===== config.mk =====
export PLATFORM = sky130hd
export DESIGN_NAME = usb_host_glue_status_reset
export DESIGN_NICKNAME = d
export VERILOG_FILES = /design/src/usb_glue_pkg.sv /design/src/irq_src_if.sv /design/src/usb_host_glue_status_reset.sv /design/src/irq_src_shaper.sv
export VERILOG_INCLUDE_DIRS = /design/src
export SDC_FILE = /design/constraint.sdc
export NUM_CORES = 1
export LEC_CHECK = 0
export BUFFER_PORTS_ARGS = -buffer_cell sky130_fd_sc_hd__buf_2
export CAP_MARGIN = 20
export CORE_UTILIZATION = 51
export CTS_BUF_LIST = sky130_fd_sc_hd__clkbuf_4 sky130_fd_sc_hd__clkbuf_8
export DETAILED_ROUTE_END_ITERATION = 8
export PLACE_DENSITY = 0.88
export SETUP_SLACK_MARGIN = 0.1
export SYNTH_ARGS = -nofsm -noshare
export SYNTH_HDL_FRONTEND = slang
export SYNTH_SLANG_ARGS = --single-unit

===== constraint.sdc =====
create_clock -name clk_sys -period 2.7 [get_ports clk_sys]
set_clock_uncertainty 0.1 [all_clocks]
set_input_delay 0.135 -clock clk_sys [delete_from_list [all_inputs] [get_ports clk_sys]]
set_output_delay 0.135 -clock clk_sys [all_outputs]
set_load 0.02 [all_outputs]

===== src/usb_glue_map.svh =====
// Offsets, field positions, reset values and timing counts of the glue block
`ifndef USB_GLUE_MAP_SVH
`define USB_GLUE_MAP_SVH

// Byte offsets of the glue registers
`define OFS_SOURCE_STATUS   12'h518
`define OFS_FORCE_TEST      12'h520
`define OFS_RESET_CONFIG    12'h51c

// Status and force-test field positions
`define BIT_REMOTE_WAKE     7
`define BIT_BUFFER_ACCESS   8
`define BIT_NORMAL_IRQ      9
`define BIT_TRANSFER_ABORT  10
`define BIT_OVERCURRENT     11
`define BIT_PORT_RESUME     11
`define SRC_LSB             7
`define SRC_MSB             11

// Reset/config field positions
`define BIT_FORCE_IF_RST    0
`define BIT_FORCE_CORE_RST  1
`define BIT_CLKGEN_RST      2
`define BIT_SCALEDOWN       3
`define BIT_IRQ_TEST_EN     4
`define BIT_STANDBY_EN      5
`define BIT_SENSE_POL_LOW   6
`define BIT_PWR_POL_LOW     7
`define CFG_MSB             7

// Reset values
`define RST_FORCE_TEST      5'h00
`define RST_RESET_CONFIG    8'h03

// Timing
`define CLK_MHZ             100
`define ABORT_MIN_NS        10000
`define ABORT_MIN_CYC       ((`ABORT_MIN_NS * `CLK_MHZ + 999) / 1000)

`endif


===== src/usb_glue_pkg.sv =====
// Types shared by the glue block modules
package usb_glue_pkg;

  typedef enum logic [3:0] {
    SEL_NONE   = 4'b0001,
    SEL_STATUS = 4'b0010,
    SEL_FORCE  = 4'b0100,
    SEL_CONFIG = 4'b1000
  } reg_sel_t;

  typedef enum logic [1:0] {
    ABORT_IDLE = 2'b01,
    ABORT_HOLD = 2'b10
  } abort_state_t;

endpackage


===== src/irq_src_if.sv =====
// Live interrupt source levels from the shaper to the register bank
`timescale 1ns/1ns
interface irq_src_if;
  logic remote_wake_flag;
  logic buffer_access_flag;
  logic normal_core_irq_n;
  logic transfer_abort_n;
  logic overcurrent_flag;
  logic port_resume;

  modport shaper (
    output remote_wake_flag,
    output buffer_access_flag,
    output normal_core_irq_n,
    output transfer_abort_n,
    output overcurrent_flag,
    output port_resume
  );

  modport bank (
    input remote_wake_flag,
    input buffer_access_flag,
    input normal_core_irq_n,
    input transfer_abort_n,
    input overcurrent_flag,
    input port_resume
  );
endinterface


===== src/usb_host_glue_status_reset.sv =====
// Glue register bank: source status, interrupt forcing, resets and config
//
// Functional notes
// - Status reads show live unlatched source levels
// - Remote wake pulses on suspend to resume
// - Remote wake only when core wakeup enabled
// - Buffer access high while core uses memory
// - Status bit 9 is core irq, active low
// - Abort pulses low for at least 10 us
// - Overcurrent follows pin, feeds core when clocked
// - Test mode plus enable: force bits drive irq
// - Force bits 7..11 map to five sources
// - External reset sets both force-reset bits
// - Bit 0 holds master interface in reset
// - Bit 1 holds host core in reset
// - Bit 2 resets clock generator, test only
// - Bit 3 shortens frame tick for test
// - Bit 5 in sleep disables receiver, power
// - Bit 6 selects overcurrent sense polarity
// - Bit 7 selects port power output polarity
// - Power pin takes inverted standby bit, then bit 7 polarity, when asleep
// - Six sources merge into one interrupt
`timescale 1ns/1ns
`include "usb_glue_map.svh"
module usb_host_glue_status_reset
  import usb_glue_pkg::*;
#(
  parameter int unsigned ABORT_CYC = `ABORT_MIN_CYC
) (
  input  wire logic        clk_sys,                // System clock
  input  wire logic        reset_n,                // Sync reset, active low
  // Register access bus
  input  wire logic        reg_write_strobe,       // Write strobe
  input  wire logic        reg_read_enable,        // Read enable
  input  wire logic [8:2]  reg_addr,               // Word address
  input  wire logic [31:0] reg_wdata,              // Write data
  input  wire logic [3:0]  reg_byte_en,            // Byte enables
  output logic      [31:0] reg_rdata,              // Read data
  output logic             reg_wait,               // Read not yet ready
  // Host core side
  input  wire logic        core_suspended,         // Core in suspend
  input  wire logic        core_rwe,               // Remote wakeup enable
  input  wire logic        core_buffer_busy,       // Core uses shared memory
  input  wire logic        core_irq_n,             // Core irq, active low
  input  wire logic        core_abort,             // Transfer cannot go on
  input  wire logic        core_port_power,        // Root port power status
  input  wire logic        port_resume_in,         // Port resume condition
  output logic             core_overcurrent,       // Overcurrent to core
  output logic             core_reset,             // Core reset
  output logic             master_if_reset,        // DMA master reset
  output logic             clock_gen_reset,        // Clock generator reset
  output logic             frame_tick_scaledown,   // Short frame tick
  // System state
  input  wire logic        test_mode,              // Chip test mode
  input  wire logic        sleep_active,           // Sleep mode
  input  wire logic        usb_clk_running,        // USB clock runs
  // Pins
  input  wire logic        overcurrent_sense_pin,  // Overcurrent sense
  output logic             port_power_control_pin, // Port power switch
  output logic             receiver_disable,       // Single-ended rx off
  // Interrupt controller
  output logic             combined_irq_out        // Combined interrupt
);

  localparam logic [6:0] IDX_STATUS = 7'(`OFS_SOURCE_STATUS >> 2);
  localparam logic [6:0] IDX_FORCE  = 7'(`OFS_FORCE_TEST >> 2);
  localparam logic [6:0] IDX_CONFIG = 7'(`OFS_RESET_CONFIG >> 2);
  localparam int unsigned SW = `SRC_MSB - `SRC_LSB + 1;

  irq_src_if src_bus ();

  logic [SW-1:0]       force_ff;
  logic [`CFG_MSB:0]   config_ff;
  logic [31:0]         rdata_ff;
  logic                rd_done_ff;
  logic                irq_ff;
  logic                pwr_pin_ff;
  logic                rx_dis_ff;

  wire  reg_sel_t      sel;
  wire  logic          word_write;
  wire  logic          wr_force;
  wire  logic          wr_config;
  wire  logic          rd_take;
  wire  logic [SW-1:0] live_src;
  wire  logic [SW-1:0] force_src;
  wire  logic          live_any;
  wire  logic          force_any;
  wire  logic          forcing;
  wire  logic          asleep;
  wire  logic          pwr_level;
  wire  logic [31:0]   status_word;
  wire  logic [31:0]   force_word;
  wire  logic [31:0]   config_word;
  wire  logic [31:0]   read_mux;

  // Config field views
  wire logic force_if_rst   = config_ff[`BIT_FORCE_IF_RST];
  wire logic force_core_rst = config_ff[`BIT_FORCE_CORE_RST];
  wire logic clkgen_rst     = config_ff[`BIT_CLKGEN_RST];
  wire logic scaledown      = config_ff[`BIT_SCALEDOWN];
  wire logic irq_test_en    = config_ff[`BIT_IRQ_TEST_EN];
  wire logic standby_en     = config_ff[`BIT_STANDBY_EN];
  wire logic sense_pol_low  = config_ff[`BIT_SENSE_POL_LOW];
  wire logic pwr_pol_low    = config_ff[`BIT_PWR_POL_LOW];

  // Place a source-wide field at its register bits
  function automatic logic [31:0] place_src(input logic [SW-1:0] f);
    logic [31:0] w;
    w = 32'h0000_0000;
    w[`SRC_MSB:`SRC_LSB] = f;
    return w;
  endfunction

  irq_src_shaper #(
    .ABORT_CYC (ABORT_CYC)
  ) u_shaper (
    .clk_sys          (clk_sys),
    .reset_n          (reset_n),
    .core_suspended   (core_suspended),
    .core_rwe         (core_rwe),
    .core_buffer_busy (core_buffer_busy),
    .core_irq_n       (core_irq_n),
    .core_abort       (core_abort),
    .sense_in         (overcurrent_sense_pin),
    .sense_pol_low    (sense_pol_low),
    .port_resume_in   (port_resume_in),
    .src              (src_bus.shaper)
  );

  // Address decode
  assign sel = (reg_addr == IDX_STATUS) ? SEL_STATUS :
               (reg_addr == IDX_FORCE)  ? SEL_FORCE  :
               (reg_addr == IDX_CONFIG) ? SEL_CONFIG : SEL_NONE;

  // Partial-word writes are dropped
  assign word_write = reg_write_strobe & (reg_byte_en == 4'hf);
  assign wr_force   = word_write & (sel == SEL_FORCE);
  assign wr_config  = word_write & (sel == SEL_CONFIG);

  // Live source levels in status bit order
  assign live_src = {src_bus.overcurrent_flag,
                     src_bus.transfer_abort_n,
                     src_bus.normal_core_irq_n,
                     src_bus.buffer_access_flag,
                     src_bus.remote_wake_flag};

  assign status_word = place_src(live_src);
  assign force_word  = place_src(force_ff);
  assign config_word = {24'h00_0000, config_ff};

  assign read_mux = (sel == SEL_STATUS) ? status_word :
                    (sel == SEL_FORCE)  ? force_word  :
                    (sel == SEL_CONFIG) ? config_word : 32'h0000_0000;

  // Reads answer one cycle after the enable
  assign rd_take  = reg_read_enable & ~rd_done_ff;
  assign reg_wait = rd_take;

  always_ff @(posedge clk_sys) begin
    if (!reset_n) begin
      rd_done_ff <= 1'b0;
      rdata_ff   <= 32'h0000_0000;
    end else begin
      rd_done_ff <= rd_take;
      if (rd_take) begin
        rdata_ff <= read_mux;
      end
    end
  end

  assign reg_rdata = rdata_ff;

  // Force-test register, reserved bits never stored
  always_ff @(posedge clk_sys) begin
    if (!reset_n) begin
      force_ff <= `RST_FORCE_TEST;
    end else if (wr_force) begin
      force_ff <= reg_wdata[`SRC_MSB:`SRC_LSB];
    end
  end

  // Reset/config register
  always_ff @(posedge clk_sys) begin
    if (!reset_n) begin
      config_ff <= `RST_RESET_CONFIG;
    end else if (wr_config) begin
      config_ff <= reg_wdata[`CFG_MSB:0];
    end
  end

  // Unit resets
  assign master_if_reset      = force_if_rst | ~reset_n;
  assign core_reset           = force_core_rst | ~reset_n;
  assign clock_gen_reset      = clkgen_rst;
  assign frame_tick_scaledown = scaledown;

  // Overcurrent to core only with its clock running
  assign core_overcurrent = src_bus.overcurrent_flag & usb_clk_running;

  // Interrupt merge and test forcing
  assign forcing   = test_mode & irq_test_en;
  assign force_src = force_ff;
  assign live_any  = src_bus.remote_wake_flag |
                     src_bus.buffer_access_flag |
                     ~src_bus.normal_core_irq_n |
                     ~src_bus.transfer_abort_n |
                     src_bus.overcurrent_flag |
                     src_bus.port_resume;
  assign force_any = |force_src;

  // Sleep handling of the port power and receiver
  assign asleep    = sleep_active | ~usb_clk_running;
  assign pwr_level = asleep ? ~standby_en : core_port_power;

  always_ff @(posedge clk_sys) begin
    if (!reset_n) begin
      irq_ff     <= 1'b0;
      pwr_pin_ff <= 1'b0;
      rx_dis_ff  <= 1'b0;
    end else begin
      irq_ff     <= forcing ? force_any : live_any;
      pwr_pin_ff <= pwr_level ^ pwr_pol_low;
      rx_dis_ff  <= sleep_active & standby_en;
    end
  end

  assign combined_irq_out       = irq_ff;
  assign port_power_control_pin = pwr_pin_ff;
  assign receiver_disable       = rx_dis_ff;

endmodule


===== src/irq_src_shaper.sv =====
// Shapes raw host core conditions into live interrupt source levels
`timescale 1ns/1ns
`include "usb_glue_map.svh"
module irq_src_shaper
  import usb_glue_pkg::*;
#(
  parameter int unsigned ABORT_CYC = `ABORT_MIN_CYC
) (
  input  wire logic  clk_sys,              // System clock
  input  wire logic  reset_n,              // Synchronous reset, active low
  input  wire logic  core_suspended,       // Core in suspend state
  input  wire logic  core_rwe,             // Core remote wakeup enable
  input  wire logic  core_buffer_busy,     // Core touching shared memory
  input  wire logic  core_irq_n,           // Core normal irq, active low
  input  wire logic  core_abort,           // Core cannot continue transfer
  input  wire logic  sense_in,             // Overcurrent pin level
  input  wire logic  sense_pol_low,        // Pin is active low
  input  wire logic  port_resume_in,       // Port resume condition
  irq_src_if.shaper  src                   // Shaped source levels
);

  localparam int unsigned CW = $clog2(ABORT_CYC + 1);

  logic          suspended_ff;
  abort_state_t  abort_st_ff;
  abort_state_t  nxt_abort_st;
  logic [CW-1:0] abort_cnt_ff;
  logic [CW-1:0] nxt_abort_cnt;
  wire  logic    resume_edge;
  wire  logic    hold_done;

  // Suspend to resume transition
  assign resume_edge = suspended_ff & ~core_suspended;
  assign hold_done   = (abort_cnt_ff == CW'(ABORT_CYC - 1));

  always_ff @(posedge clk_sys) begin
    if (!reset_n) begin
      suspended_ff <= 1'b0;
      abort_st_ff  <= ABORT_IDLE;
      abort_cnt_ff <= '0;
    end else begin
      suspended_ff <= core_suspended;
      abort_st_ff  <= nxt_abort_st;
      abort_cnt_ff <= nxt_abort_cnt;
    end
  end

  // Abort low pulse stretched to its least width
  always_comb begin
    nxt_abort_st  = abort_st_ff;
    nxt_abort_cnt = abort_cnt_ff;
    unique case (abort_st_ff)
      ABORT_IDLE: begin
        nxt_abort_cnt = '0;
        if (core_abort) begin
          nxt_abort_st = ABORT_HOLD;
        end
      end
      ABORT_HOLD: begin
        if (!hold_done) begin
          nxt_abort_cnt = abort_cnt_ff + CW'(1);
        end else if (!core_abort) begin
          nxt_abort_st = ABORT_IDLE;
        end
      end
      default: begin
        nxt_abort_st  = ABORT_IDLE;
        nxt_abort_cnt = '0;
      end
    endcase
  end

  assign src.remote_wake_flag   = resume_edge & core_rwe;
  assign src.buffer_access_flag = core_buffer_busy;
  assign src.normal_core_irq_n  = core_irq_n;
  assign src.transfer_abort_n   = ~(core_abort | (abort_st_ff == ABORT_HOLD));
  assign src.overcurrent_flag   = sense_in ^ sense_pol_low;
  assign src.port_resume        = port_resume_in;

endmodule


Yosys cells after proc, flatten, opt, wreduce, memory -nomap -nowiden
Cells that the tools add are included.
- add/sub/neg operators: 1
- eq/ne operators: 13
- muxes and demuxes: 12
- bitwise operators: 27
- reduce and logical (&&, ||, !) cells: 3
- operators by type and width (operator ; number):
    12-bit 2-to-1 mux ; 2
    7-bit == test, second input constant ; 3
    4-bit 2-to-1 mux ; 3
    10-bit by 1-bit adder with 10-bit output, second input constant ; 1
    10-bit == test, second input constant ; 1
    1-bit bitwise AND ; 9
    1-bit OR ; 9
    4-bit == test, second input constant ; 2
    8-bit 2-to-1 mux ; 1
    1-bit NOT ; 7
    2-bit 2-to-1 mux ; 3
    5-bit OR reduction ; 1
    4-bit by 2-bit == test with 1-bit output, second input constant ; 1
    4-bit by 3-bit == test with 1-bit output, second input constant ; 1
    2-bit != test, second input constant ; 2
    2-bit case mux with 2 select lines ; 1
    3-bit AND reduction ; 1
    2-bit by 1-bit == test with 1-bit output, second input constant ; 1
    2-bit == test, second input constant ; 1
    1-bit 2-to-1 mux ; 2
    2-bit by 1-bit != test with 1-bit output, second input constant ; 1
    2-bit AND reduction ; 1
    1-bit bitwise XOR ; 2
- register bits after elaboration: 62
- input port bits: 58
- output and inout bits: 41
- word-level logic and storage cells: 66

Longest topological paths before layout
Gate-level depths: netlist of run 1.
- word-level depth: 9
- mapped depth: 6
- mapped depth without buffers: 5

By module
Synthesis of run 1 repeated with hierarchy kept, for this count alone.
- cells, all modules: 222
- area total of the unflattened synthesis: 1990.7 um2
- modules (own cells, without submodules) (module ; instances ; cells each ; area each (um2) ; sequential area each (um2)):
    usb_host_glue_status_reset ; 1 ; 154 ; 1385.1 ; 580.6
    irq_src_shaper ; 1 ; 68 ; 605.6 ; 260.2

Worst setup path after synthesis of run 1
Ideal clock, no wire load.
- kind: reg-to-reg
- start: register u_shaper.abort_cnt_ff[0]
- end: register u_shaper.abort_st_ff[1]
- arrival: 1.536 ns
- required time: 2.485 ns
- setup slack: 0.949 ns
- cell stages (with the launch flop): 6
- path through: dfxtp_1 > ha_1 > nand2_1 > or4_4 > o211a_1 > o21a_1
- longest elaborated chain between the ends: 3
- RTL lines (what ; line ; RTL):
    from (decl) ; irq_src_shaper.sv:27 ; logic [CW-1:0] abort_cnt_ff;
    from (signal assigned) ; irq_src_shaper.sv:44 ; abort_cnt_ff <= nxt_abort_cnt;
    10-bit == test ; irq_src_shaper.sv:34 ; assign hold_done = (abort_cnt_ff == CW'(ABORT_CYC - 1));
    2-bit by 1-bit != test with 1-bit output (no source line) ; - ;
    3-bit AND reduction (no source line) ; - ;
    to (signal assigned) ; irq_src_shaper.sv:43 ; abort_st_ff <= nxt_abort_st;
    to (decl) ; irq_src_shaper.sv:25 ; abort_state_t abort_st_ff;
Every way passes these cells.
A chain may end at the register's enable or synchronous reset.

Worst setup path after layout of run 1
Same ends and word-level chain as after synthesis.

==> qor.txt, run 1 <==
mux share of post-synthesis cell area: 1.51%
post-synthesis sequential area ratio: 42.4%
Final setup violation count: 0
count of different cell masters after synthesis: 47
Cell Area, Synth: 1980 µm²
post-synthesis compound-gate area fraction: 13.5%
All-Layer GR Usage: 22.6%
setup TNS: 0 ns
post-synthesis simple-gate area fraction: 27.8%
die width: 64.4 µm
R2R Path Start: u_shaper.abort_cnt_ff[0]$_SDFFE_PN0N_
dpl hpwl: 3100 µm
largest family of logic cells by synthesized area: simple AND/OR/NAND/NOR gates
Max rail drop VDD: 0.364 mV
Area Overhead vs Synth: 25.8%
Inserted Clock Buffers: 5
die area: 4140 µm²
1st-iter DRT viols: 90
Fin. Hold Viols: 0
top cell type's share of synthesized area: 42.4%
top cells by count, synth: 42 x dfxtp_1, 20 x buf_4, 19 x nand2_1
Max-cap violations: 0
Hold Path Origin: reset_n
Synth Register Bits: 42
input/output buffers: 58
Cell Rows: 22
diode count: 0
Initial Util: 53.8%
setup bufs post-CTS: 0
XOR/XNOR Fraction of Synth Area: 3.53%
DRT Wirelength: 4440 µm
Avg Cell Area, Syn: 8.97 µm²
top post-synthesis cells by area: dfxtp_1 42%, buf_4 7.6%, nand2_1 3.6%
max-slew violation count: 0
wire length per cell: 12.9 µm
Max Freq: 0.533 GHz
status: complete, no violations
vias in the first global route: 1681
TritonRoute pass-1 iters: 4
most frequent cell after synthesis: dfxtp_1
core area: 3690 µm²
Final period util: 69.5%
Relative slew margins: 52.6%
Required @ worst endpoint: 2.79 ns
LEAKAGE: 1.06 nW
r2r setup slk: 0.82 ns
Async S/R FF share, synth: 0%
hold buffers post-CTS: 15
Via density: 5.17
Via Count: 1775
Root Driver: clkbuf_8
HP Class: in -> reg
Worst Setup End Kind: register
Detail Route Antenna Nets: 0
hold endpoint: u_shaper.abort_st_ff[0]$_SDFFE_PN1P_
post-CTS resize count: 0
Synth area leader: dfxtp_1
Post-layout nets: 353
Slew @ Worst Pin: 0.710 ns
fin crit period: 1.88 ns
ratio of cells with drive above 1 in the final layout: 28.1%
routability cong.: 0.858
clock sink total: 42
Synth Area in Adders: 0.631%
pwr dens: 512 nW/µm²
Ys Warns: 0
first-pass GRT wire length: 7160 µm
Max clock buf depth: 2
Hold Crit Depth: 2
CP Launch Type: register
CTS H-tree depth: 2
crit path DAT: 1.97 ns
Clk Latency, worst-skew pair: 0.30 ns
cell count after synthesis: 221
Primary FF master, synth: dfxtp_1
CP Class: reg -> reg
initial antenna violation count: 0
# DRC: 0
r2r endpoint: u_shaper.abort_st_ff[1]$_SDFFE_PN0P_
Die Span Y: 64.4 µm
critical path fanouts, max: 5
largest net degree at the start of global routing: 38
RSZ-0062 raised after global routing: false
Post-synth EDFFs: 0
total grt overflow: 0
I/O pin total: 99
Worst-path clk slew: 0.07 ns
Tot Pwr: 1.28 mW
R2R depth: 5
CTS tree: built
worst max path at each step:
stage                                                      end  slack, ns                                   from  cells past startpoint
final                     u_shaper.abort_st_ff[1]$_SDFFE_PN0P_       0.82  u_shaper.abort_cnt_ff[0]$_SDFFE_PN0N_                      5
after global routing      u_shaper.abort_st_ff[1]$_SDFFE_PN0P_       0.75  u_shaper.abort_cnt_ff[0]$_SDFFE_PN0N_                      5
after CTS                 u_shaper.abort_st_ff[1]$_SDFFE_PN0P_       0.82  u_shaper.abort_cnt_ff[0]$_SDFFE_PN0N_                      5
after detailed placement             config_ff[1]$_SDFFE_PN1P_       0.81                            reg_addr[6]                      5
after global placement               config_ff[0]$_SDFFE_PN1P_       0.86                            reg_addr[6]                      5
after floorplan           u_shaper.abort_st_ff[1]$_SDFFE_PN0P_       0.95  u_shaper.abort_cnt_ff[0]$_SDFFE_PN0N_                      5
critical path, stage by stage (launching register included):
cell	delay (ns)
dfxtp_1	0.38
ha_1	0.21
nand2_1	0.14
or4_4	0.56
o211a_1	0.24
o21a_1	0.16
metal layers:
metal  GRT usage [%]  wire length, µm
met5               0                0
met4            9.17               57
met3            6.07              220
met2            40.4             2310
met1            24.9             1850
cell usage in the layout, fill, tap and decap left out, types with 4 or more instances in the layout:
cell / netlist / final
o21ai_0: 10 / 10
nor3_1: 8 / 8
buf_2: 1 / 58
dlygate4sd3_1: 0 / 15
and2_1: 6 / 6
dfxtp_1: 42 / 42
nor2_1: 13 / 13
xnor2_1: 6 / 6
nand2b_1: 4 / 4
inv_1: 5 / 5
nand3_1: 13 / 13
a22oi_1: 8 / 8
nand3_2: 4 / 4
conb_1: 1 / 20
nand2_1: 19 / 19
o21ai_2: 6 / 6
clkbuf_8: 0 / 5
nor2b_1: 9 / 9
cell type report:
| cell class | instances | area [µm²] |
|---|---|---|
| sequential | 42 | 841 |
| multi-input combinational | 165 | 1010 |
| clock buffer | 6 | 76.3 |
| fill | 330 | 1190 |
| timing repair buffer | 75 | 455 |
| inverter | 5 | 18.8 |
| clock inverter | 2 | 37.5 |
| tap | 48 | 60.1 |
flip-flops by register name, summed over array words and instances, names as in the netlist:
signal / flops
reg_rdata: 12
u_shaper.abort_cnt_ff: 10
config_ff: 8
force_ff: 5
u_shaper.abort_st_ff: 2
combined_irq_out: 1
port_power_control_pin: 1
rd_done_ff: 1
receiver_disable: 1
u_shaper.suspended_ff: 1
power by group:
group	internal (mW)	leakage, nW	switching (mW)
Sequential	0.628	0.341	0.00352
Combinational	0.0568	0.664	0.0837
Clock	0.286	0.0548	0.219
kinds of logic after synthesis:
logic type / Yosys count
other cells: 1
simple gates: 94
xor+xnor: 8
compound gates: 39
buf+inv: 33
fa+ha+maj: 1
flops: 42
mux: 3
through the flow:
stage / instance area [µm²] / cells / hold slack [ns] / setup slack, ns / util (%)
2_1_floorplan: 2050 / 240 / 0.135 / 0.949 / -
3_3_place_gp: 2230 / 320 / 0.245 / 0.864 / 60.5
3_5_place_dp: 2230 / 320 / 0.255 / 0.814 / 60.5
4_1_cts: 2490 / 343 / 0.0293 / 0.824 / 67.6
5_1_grt: 2490 / 343 / 0.0633 / 0.748 / 67.6
6_report: 2490 / 343 / 0.0360 / 0.825 / 67.6
Note: power is estimated with default switching activity, not from simulation.
==> inputs of run 2 (changes only) <==
--- a/config.mk
+++ b/config.mk
@@ -8,10 +8,10 @@
 export LEC_CHECK = 0
 export BUFFER_PORTS_ARGS = -buffer_cell sky130_fd_sc_hd__buf_2
 export CAP_MARGIN = 20
-export CORE_UTILIZATION = 51
+export CORE_UTILIZATION = 47
 export CTS_BUF_LIST = sky130_fd_sc_hd__clkbuf_4 sky130_fd_sc_hd__clkbuf_8
 export DETAILED_ROUTE_END_ITERATION = 8
-export PLACE_DENSITY = 0.88
+export PLACE_DENSITY = 0.82
 export SETUP_SLACK_MARGIN = 0.1
 export SYNTH_ARGS = -nofsm -noshare
 export SYNTH_HDL_FRONTEND = slang
==> constraint.sdc (replaced) <==
create_clock -name clk_sys -period 1.9 [get_ports clk_sys]
set_clock_uncertainty 0.1 [all_clocks]
set_input_delay 0.095 -clock clk_sys [delete_from_list [all_inputs] [get_ports clk_sys]]
set_output_delay 0.095 -clock clk_sys [all_outputs]
set_load 0.02 [all_outputs]
==> qor.txt, run 2 (synthesis gave the netlist of run 1 again) <==
status: complete, no violations
Root Driver: clkbuf_8
critical path fanouts, max: 3 (-2)
Fin. Hold Viols: 0 (unchanged)
CP Launch Type: register
Initial Util: 49.2% (-4.5 points)
hold_ws: 0.0520 ns (+0.0160 ns)
Max Freq: 0.578 GHz (+8.3%)
Critical path buffers and inverters: 0 (unchanged)
Final setup violation count: 0 (unchanged)
Via density: 5.07 (-1.9%)
Required @ worst endpoint: 1.98 ns (-0.81 ns)
routability cong.: 0.866 (+0.93%)
clock sink total: 42 (unchanged)
# DRC: 0 (unchanged)
LEAKAGE: 1.07 nW (+0.98%)
fin crit period: 1.73 ns (-0.144 ns)
slowest CP cell: or4_4
Worst Setup End Kind: register
Largest register FFs: 12 (unchanged)
CTS tree: built
ratio of cells with drive above 1 in the final layout: 30.4% (+2.3 points)
total grt overflow: 0 (unchanged)
Reg power frac: 53.5% (+4.0 points)
Final period util: 91.1% (+22 points)
CTS H-tree depth: 2 (unchanged)
crit path DAT: 1.82 ns (-0.15 ns)
wire length per cell: 13.0 µm (+0.50%)
pwr dens: 663 nW/µm² (+30%)
Area Overhead vs Synth: 27.4%
Via Count: 1771 (-0.23%)
initial antenna violation count: 0 (unchanged)
diode count: 0 (unchanged)
largest net degree at the start of global routing: 25 (-34%)
switch share: 25.6% (+1.6 points)
Cell Rows: 23 (+4.5%)
worst-path cell chain: ha_4 -> nand2_1 -> or4_4 -> o211a_1 -> o21a_1
core area: 4030 µm² (+9.2%)
I/O pin total: 99 (unchanged)
Post-layout nets: 357 (+1.1%)
Detail Route Antenna Nets: 0 (unchanged)
Max rail drop VDD: 0.464 mV (+28%)
DRT Wirelength: 4540 µm (+2.3%)
1st-iter DRT viols: 74 (-18%)
Inserted Clock Buffers: 5 (unchanged)
Gate power share: 12.1% (+1.1 points)
setup bufs post-CTS: 0 (unchanged)
Max-cap violations: 0 (unchanged)
RSZ-0062 raised after global routing: false
Net Sw Power: 0.428 mW (+40%)
dpl hpwl: 3160 µm (+1.9%)
Sequential Area: 846 µm² (+0.60%)
Max clock buf depth: 2 (unchanged)
first-pass GRT wire length: 7080 µm (-1.2%)
setup TNS: 0 ns (unchanged)
Tot Pwr: 1.68 mW (+31%)
input/output buffers: 58 (unchanged)
die width: 67.0 µm (+4.0%)
TritonRoute pass-1 iters: 5 (+1)
most common cell after layout, fill and taps aside: buf_2
Worst path top cell family by delay: simple AND/OR/NAND/NOR gates
Internal Power: 1.25 mW (+29%)
Clk pwr share: 34.4% (-5.1 points)
Relative slew margins: 67.7% (+15 points)
worst stage delay on the critical path: 0.53 ns (-0.03 ns)
Worst-path clk slew: 0.08 ns (about the same)
CP Class: reg -> reg
Die Span Y: 67.0 µm (+4.0%)
fill cell count: 364 (+10%)
Multi-input gate area: 1020 µm² (+1.9%)
Clk Latency, worst-skew pair: 0.29 ns (about the same)
vias in the first global route: 1684 (+0.18%)
Slew @ Worst Pin: 0.472 ns (-0.238 ns)
HP Class: in -> reg
All-Layer GR Usage: 21.2% (-1.3 points)
die area: 4480 µm² (+8.2%)
most frequent cells in the layout: 58 x buf_2, 40 x dfxtp_1, 20 x conb_1, 19 x nand2_1, 15 x dlygate4sd3_1
max-slew violation count: 0 (unchanged)
[run 2: cell count changes in the layout (fill, tap and decap cells not counted), sizes merged]
cell,delta
buf,+4
bufinv,-1
clkinv,+2
clkinvlp,-1
[run 2: worst paths after layout]
path / from / to / slack [ns] / cells past startpoint
min reg2reg: config_ff[7]$_SDFFE_PN0P_ / config_ff[7]$_SDFFE_PN0P_ / 0.37 / 2
max: u_shaper.abort_cnt_ff[1]$_SDFFE_PN0N_ / u_shaper.abort_st_ff[1]$_SDFFE_PN0P_ / 0.17 / 5
max reg2reg: u_shaper.abort_cnt_ff[1]$_SDFFE_PN0N_ / u_shaper.abort_st_ff[1]$_SDFFE_PN0P_ / 0.17 / 5
min: core_buffer_busy / reg_rdata[8]$_SDFFE_PN0P_ / 0.05 / 3
[run 2: layer usage]
| metal | GRT usage [%] | wire length, µm |
|---|---|---|
| met3 | 5.14 | 221 |
| met2 | 39.9 | 2370 |
| met5 | 0 | 0 |
| met1 | 22.4 | 1890 |
| met4 | 7.98 | 63 |
[run 2: final cells by class]
class                   count  share of cell area (%)
well taps                  50                    2.48
repair buffers             79                    19.2
clock buffers               6                    3.02
inverters                   5                   0.743
flip-flops and latches     42                    33.5
clock inverters             2                   0.545
multi-input cells         165                    40.5
[run 2: timing repair]
item / 4_1_cts / 5_1_grt
endpoints found under the hold margin: 16 / 0
hold buffers: 15 / 0
resized for setup: 0 / 6
setup endpoints to repair: 0 / 4
[run 2: power groups by stage]
stage	Clock, mW	Sequential [mW]	Combinational [mW]
floorplan	0	0.926	0.129
global placement	0	0.918	0.175
detailed placement	0	0.918	0.177
CTS	0.585	0.897	0.201
global route	0.609	0.898	0.222
finish	0.577	0.896	0.203
[run 2: worst reg2reg max path, cell delays in order, from the launching register on]
cell     delay (ns)
dfxtp_2        0.38
ha_4           0.15
nand2_1        0.07
or4_4          0.53
o211a_1        0.23
o21a_1         0.17
[run 2: metrics by stage]
step	std cells	setup WS, ns	instance area [µm²]	utilization (%)
CTS	349	0.113	2500	62.1
floorplan	240	0.149	2050	-
finish	349	0.168	2530	62.7
global route	349	0.0962	2530	62.7
global placement	326	0.167	2260	56.2
detailed placement	326	0.125	2260	56.2
==> inputs of run 3 (changes only) <==
--- a/config.mk
+++ b/config.mk
@@ -8,10 +8,10 @@
 export LEC_CHECK = 0
 export BUFFER_PORTS_ARGS = -buffer_cell sky130_fd_sc_hd__buf_2
 export CAP_MARGIN = 20
-export CORE_UTILIZATION = 47
-export CTS_BUF_LIST = sky130_fd_sc_hd__clkbuf_4 sky130_fd_sc_hd__clkbuf_8
+export CORE_UTILIZATION = 45
 export DETAILED_ROUTE_END_ITERATION = 8
-export PLACE_DENSITY = 0.82
+export GPL_ROUTABILITY_DRIVEN = 0
+export PLACE_DENSITY = 0.79
 export SETUP_SLACK_MARGIN = 0.1
 export SYNTH_ARGS = -nofsm -noshare
 export SYNTH_HDL_FRONTEND = slang
==> qor.txt, run 3 (synthesis gave the netlist of run 1 again) <==
Max-cap violations: 0 (unchanged)
crit path DAT: 1.83 ns (about the same)
core area: 4120 µm² (+2.1%)
Clk Latency, worst-skew pair: 0.30 ns (about the same)
worst stage delay on the critical path: 0.53 ns (about the same)
met2 usage: 34.8% (-5.1 points)
Final setup violation count: 0 (unchanged)
worst-path cell chain: ha_4 -> nand2_1 -> or4_4 -> o211a_1 -> o21a_1
total grt overflow: 0 (unchanged)
R2R Path Start: u_shaper.abort_cnt_ff[1]$_SDFFE_PN0N_
Max Freq: 0.574 GHz (-0.57%)
RSZ-0062 raised after global routing: false
Inserted Clock Buffers: 5 (unchanged)
CP Class: reg -> reg
critical path fanouts, max: 3 (unchanged)
Via Count: 1777 (+0.34%)
CP Launch Type: register
DRT Wirelength: 4440 µm (-2.2%)
gr busiest metal: met2
first-pass GRT wire length: 6920 µm (-2.2%)
Root Driver: clkbuf_8
largest net degree at the start of global routing: 28 (+12%)
setup TNS: 0 ns (unchanged)
die area: 4680 µm² (+4.3%)
ratio of cells with drive above 1 in the final layout: 29.9% (-0.53 points)
fill cell count: 366 (+0.55%)
Gate power share: 11.4% (-0.7 points)
Area Overhead vs Synth: 29.0%
LEAKAGE: 1.08 nW (+1.1%)
Clk pwr share: 38.7% (+4.3 points)
status: complete, no violations
initial antenna violation count: 0 (unchanged)
slowest CP cell: or4_4
r2r endpoint: u_shaper.abort_st_ff[1]$_SDFFE_PN0P_
vias in the first global route: 1651 (-2.0%)
pwr dens: 703 nW/µm² (+5.9%)
Max clock buf depth: 2 (unchanged)
setup bufs post-CTS: 0 (unchanged)
Initial Util: 48.2% (-1.0 points)
routing usage on met1: 23.4% (+0.91 points)
hold endpoint: reg_rdata[10]$_SDFFE_PN0P_
Final period util: 91.7% (+0.53 points)
input/output buffers: 58 (unchanged)
Post-layout nets: 359 (+0.56%)
Hold Crit Depth: 4 (+1)
I/O pin total: 99 (unchanged)
Worst Setup End Kind: register
Net Sw Power: 0.427 mW (-0.24%)
All-Layer GR Usage: 20.4% (-0.82 points)
R2R depth: 5 (unchanged)
Detail Route Antenna Nets: 0 (unchanged)
CTS tree: built
Required @ worst endpoint: 1.99 ns (about the same)
fin crit period: 1.74 ns (+0.0100 ns)
Fin. Hold Viols: 0 (unchanged)
Reg power frac: 49.9% (-3.6 points)
Internal Power: 1.37 mW (+9.8%)
Max rail drop VDD: 0.479 mV (+3.2%)
die width: 68.4 µm (+2.1%)
Die Span Y: 68.4 µm (+2.1%)
TritonRoute pass-1 iters: 4 (-1)
Cell Rows: 23 (unchanged)
Worst-path clk slew: 0.08 ns (about the same)
max-slew violation count: 0 (unchanged)
most frequent cells in the layout: 58 x buf_2, 40 x dfxtp_1, 20 x conb_1, 19 x nand2_1, 16 x dlygate4sd3_1
met3 Track Usage GR: 5.50% (+0.36 points)
1st-iter DRT viols: 105 (+42%)
most common cell after layout, fill and taps aside: buf_2
fin util: 62.2% (-0.56 points)
clock sink total: 42 (unchanged)
dpl hpwl: 3220 µm (+1.9%)
Via density: 5.06 (-0.23%)
Hold Path Origin: reg_addr[6]
switch share: 23.8% (-1.8 points)
diode count: 0 (unchanged)
CTS H-tree depth: 2 (unchanged)
r2r setup slk: 0.16 ns (about the same)
HP Class: in -> reg
# DRC: 0 (unchanged)
Largest register FFs: 12 (unchanged)
wire length per cell: 12.6 µm (-2.7%)
-- run 3: cell types whose count changed in the layout (fill, tap and decap cells not counted), sizes merged --
cell and delta:
bufinv +1, clkbuf +1, clkinv -2, dlygate4sd3 +1, buf +1
-- run 3: repair_timing --
action                                 CTS  global route
setup endpoints to repair                0             4
resized for setup                        0             5
hold buffers                            16             0
endpoints found under the hold margin   17             0
-- run 3: how the worst max path moves through the flow --
stage | from | end | cells past startpoint
2_1_floorplan | u_shaper.abort_cnt_ff[0]$_SDFFE_PN0N_ | u_shaper.abort_st_ff[1]$_SDFFE_PN0P_ | 5
3_3_place_gp | u_shaper.abort_cnt_ff[0]$_SDFFE_PN0N_ | u_shaper.abort_st_ff[1]$_SDFFE_PN0P_ | 5
3_5_place_dp | u_shaper.abort_cnt_ff[0]$_SDFFE_PN0N_ | u_shaper.abort_st_ff[1]$_SDFFE_PN0P_ | 5
4_1_cts | u_shaper.abort_cnt_ff[0]$_SDFFE_PN0N_ | u_shaper.abort_st_ff[1]$_SDFFE_PN0P_ | 5
5_1_grt | u_shaper.abort_cnt_ff[1]$_SDFFE_PN0N_ | u_shaper.abort_st_ff[1]$_SDFFE_PN0P_ | 5
6_report | u_shaper.abort_cnt_ff[1]$_SDFFE_PN0N_ | u_shaper.abort_st_ff[1]$_SDFFE_PN0P_ | 5
-- run 3: layer usage --
metal	part of all wire (%)	wire, µm	vias up
li1	-	-	891
met1	42	1880	820
met2	50	2200	59
met3	6.6	293	7
met4	1.6	69	0
met5	0	0	-
-- run 3: cell type report --
cell class	count	area [µm²]	share of cell area (%)
multi-input combinational	165	1020	40.0
tap	50	62.6	2.44
clock buffer	7	76.3	2.98
sequential	42	843	33.0
inverter	5	18.8	0.733
clock inverter	1	30.0	1.17
timing repair buffer	81	503	19.7
-- run 3: metrics by stage --
step | instances | setup slack (ns) | hold WS, ns | power [mW] | cell area (µm²)
final | 351 | 0.158 | 0.0493 | 1.80 | 2560
after global routing | 351 | 0.0942 | 0.0816 | 1.86 | 2560
after CTS | 351 | 0.125 | 0.0348 | 1.81 | 2540
after detailed placement | 327 | 0.134 | 0.215 | 1.10 | 2270
after global placement | 327 | 0.164 | 0.209 | 1.09 | 2270
after floorplan | 240 | 0.149 | 0.0946 | 1.06 | 2050
-- run 3: worst max-delay path, delay by kind of cell, from the launching register on --
| kind | cells | cell delay [ns] |
|---|---|---|
| fa+ha+maj | 1 | 0.15 |
| compound gates | 2 | 0.41 |
| simple gates | 2 | 0.60 |
| flops | 1 | 0.37 |
-- run 3: power by group through the flow --
stage	logic (mW)	clock network (mW)	registers [mW]
after CTS	0.203	0.711	0.897
after floorplan	0.129	0	0.926
after global placement	0.175	0	0.918
after detailed placement	0.177	0	0.918
after global routing	0.223	0.735	0.899
final	0.204	0.696	0.898
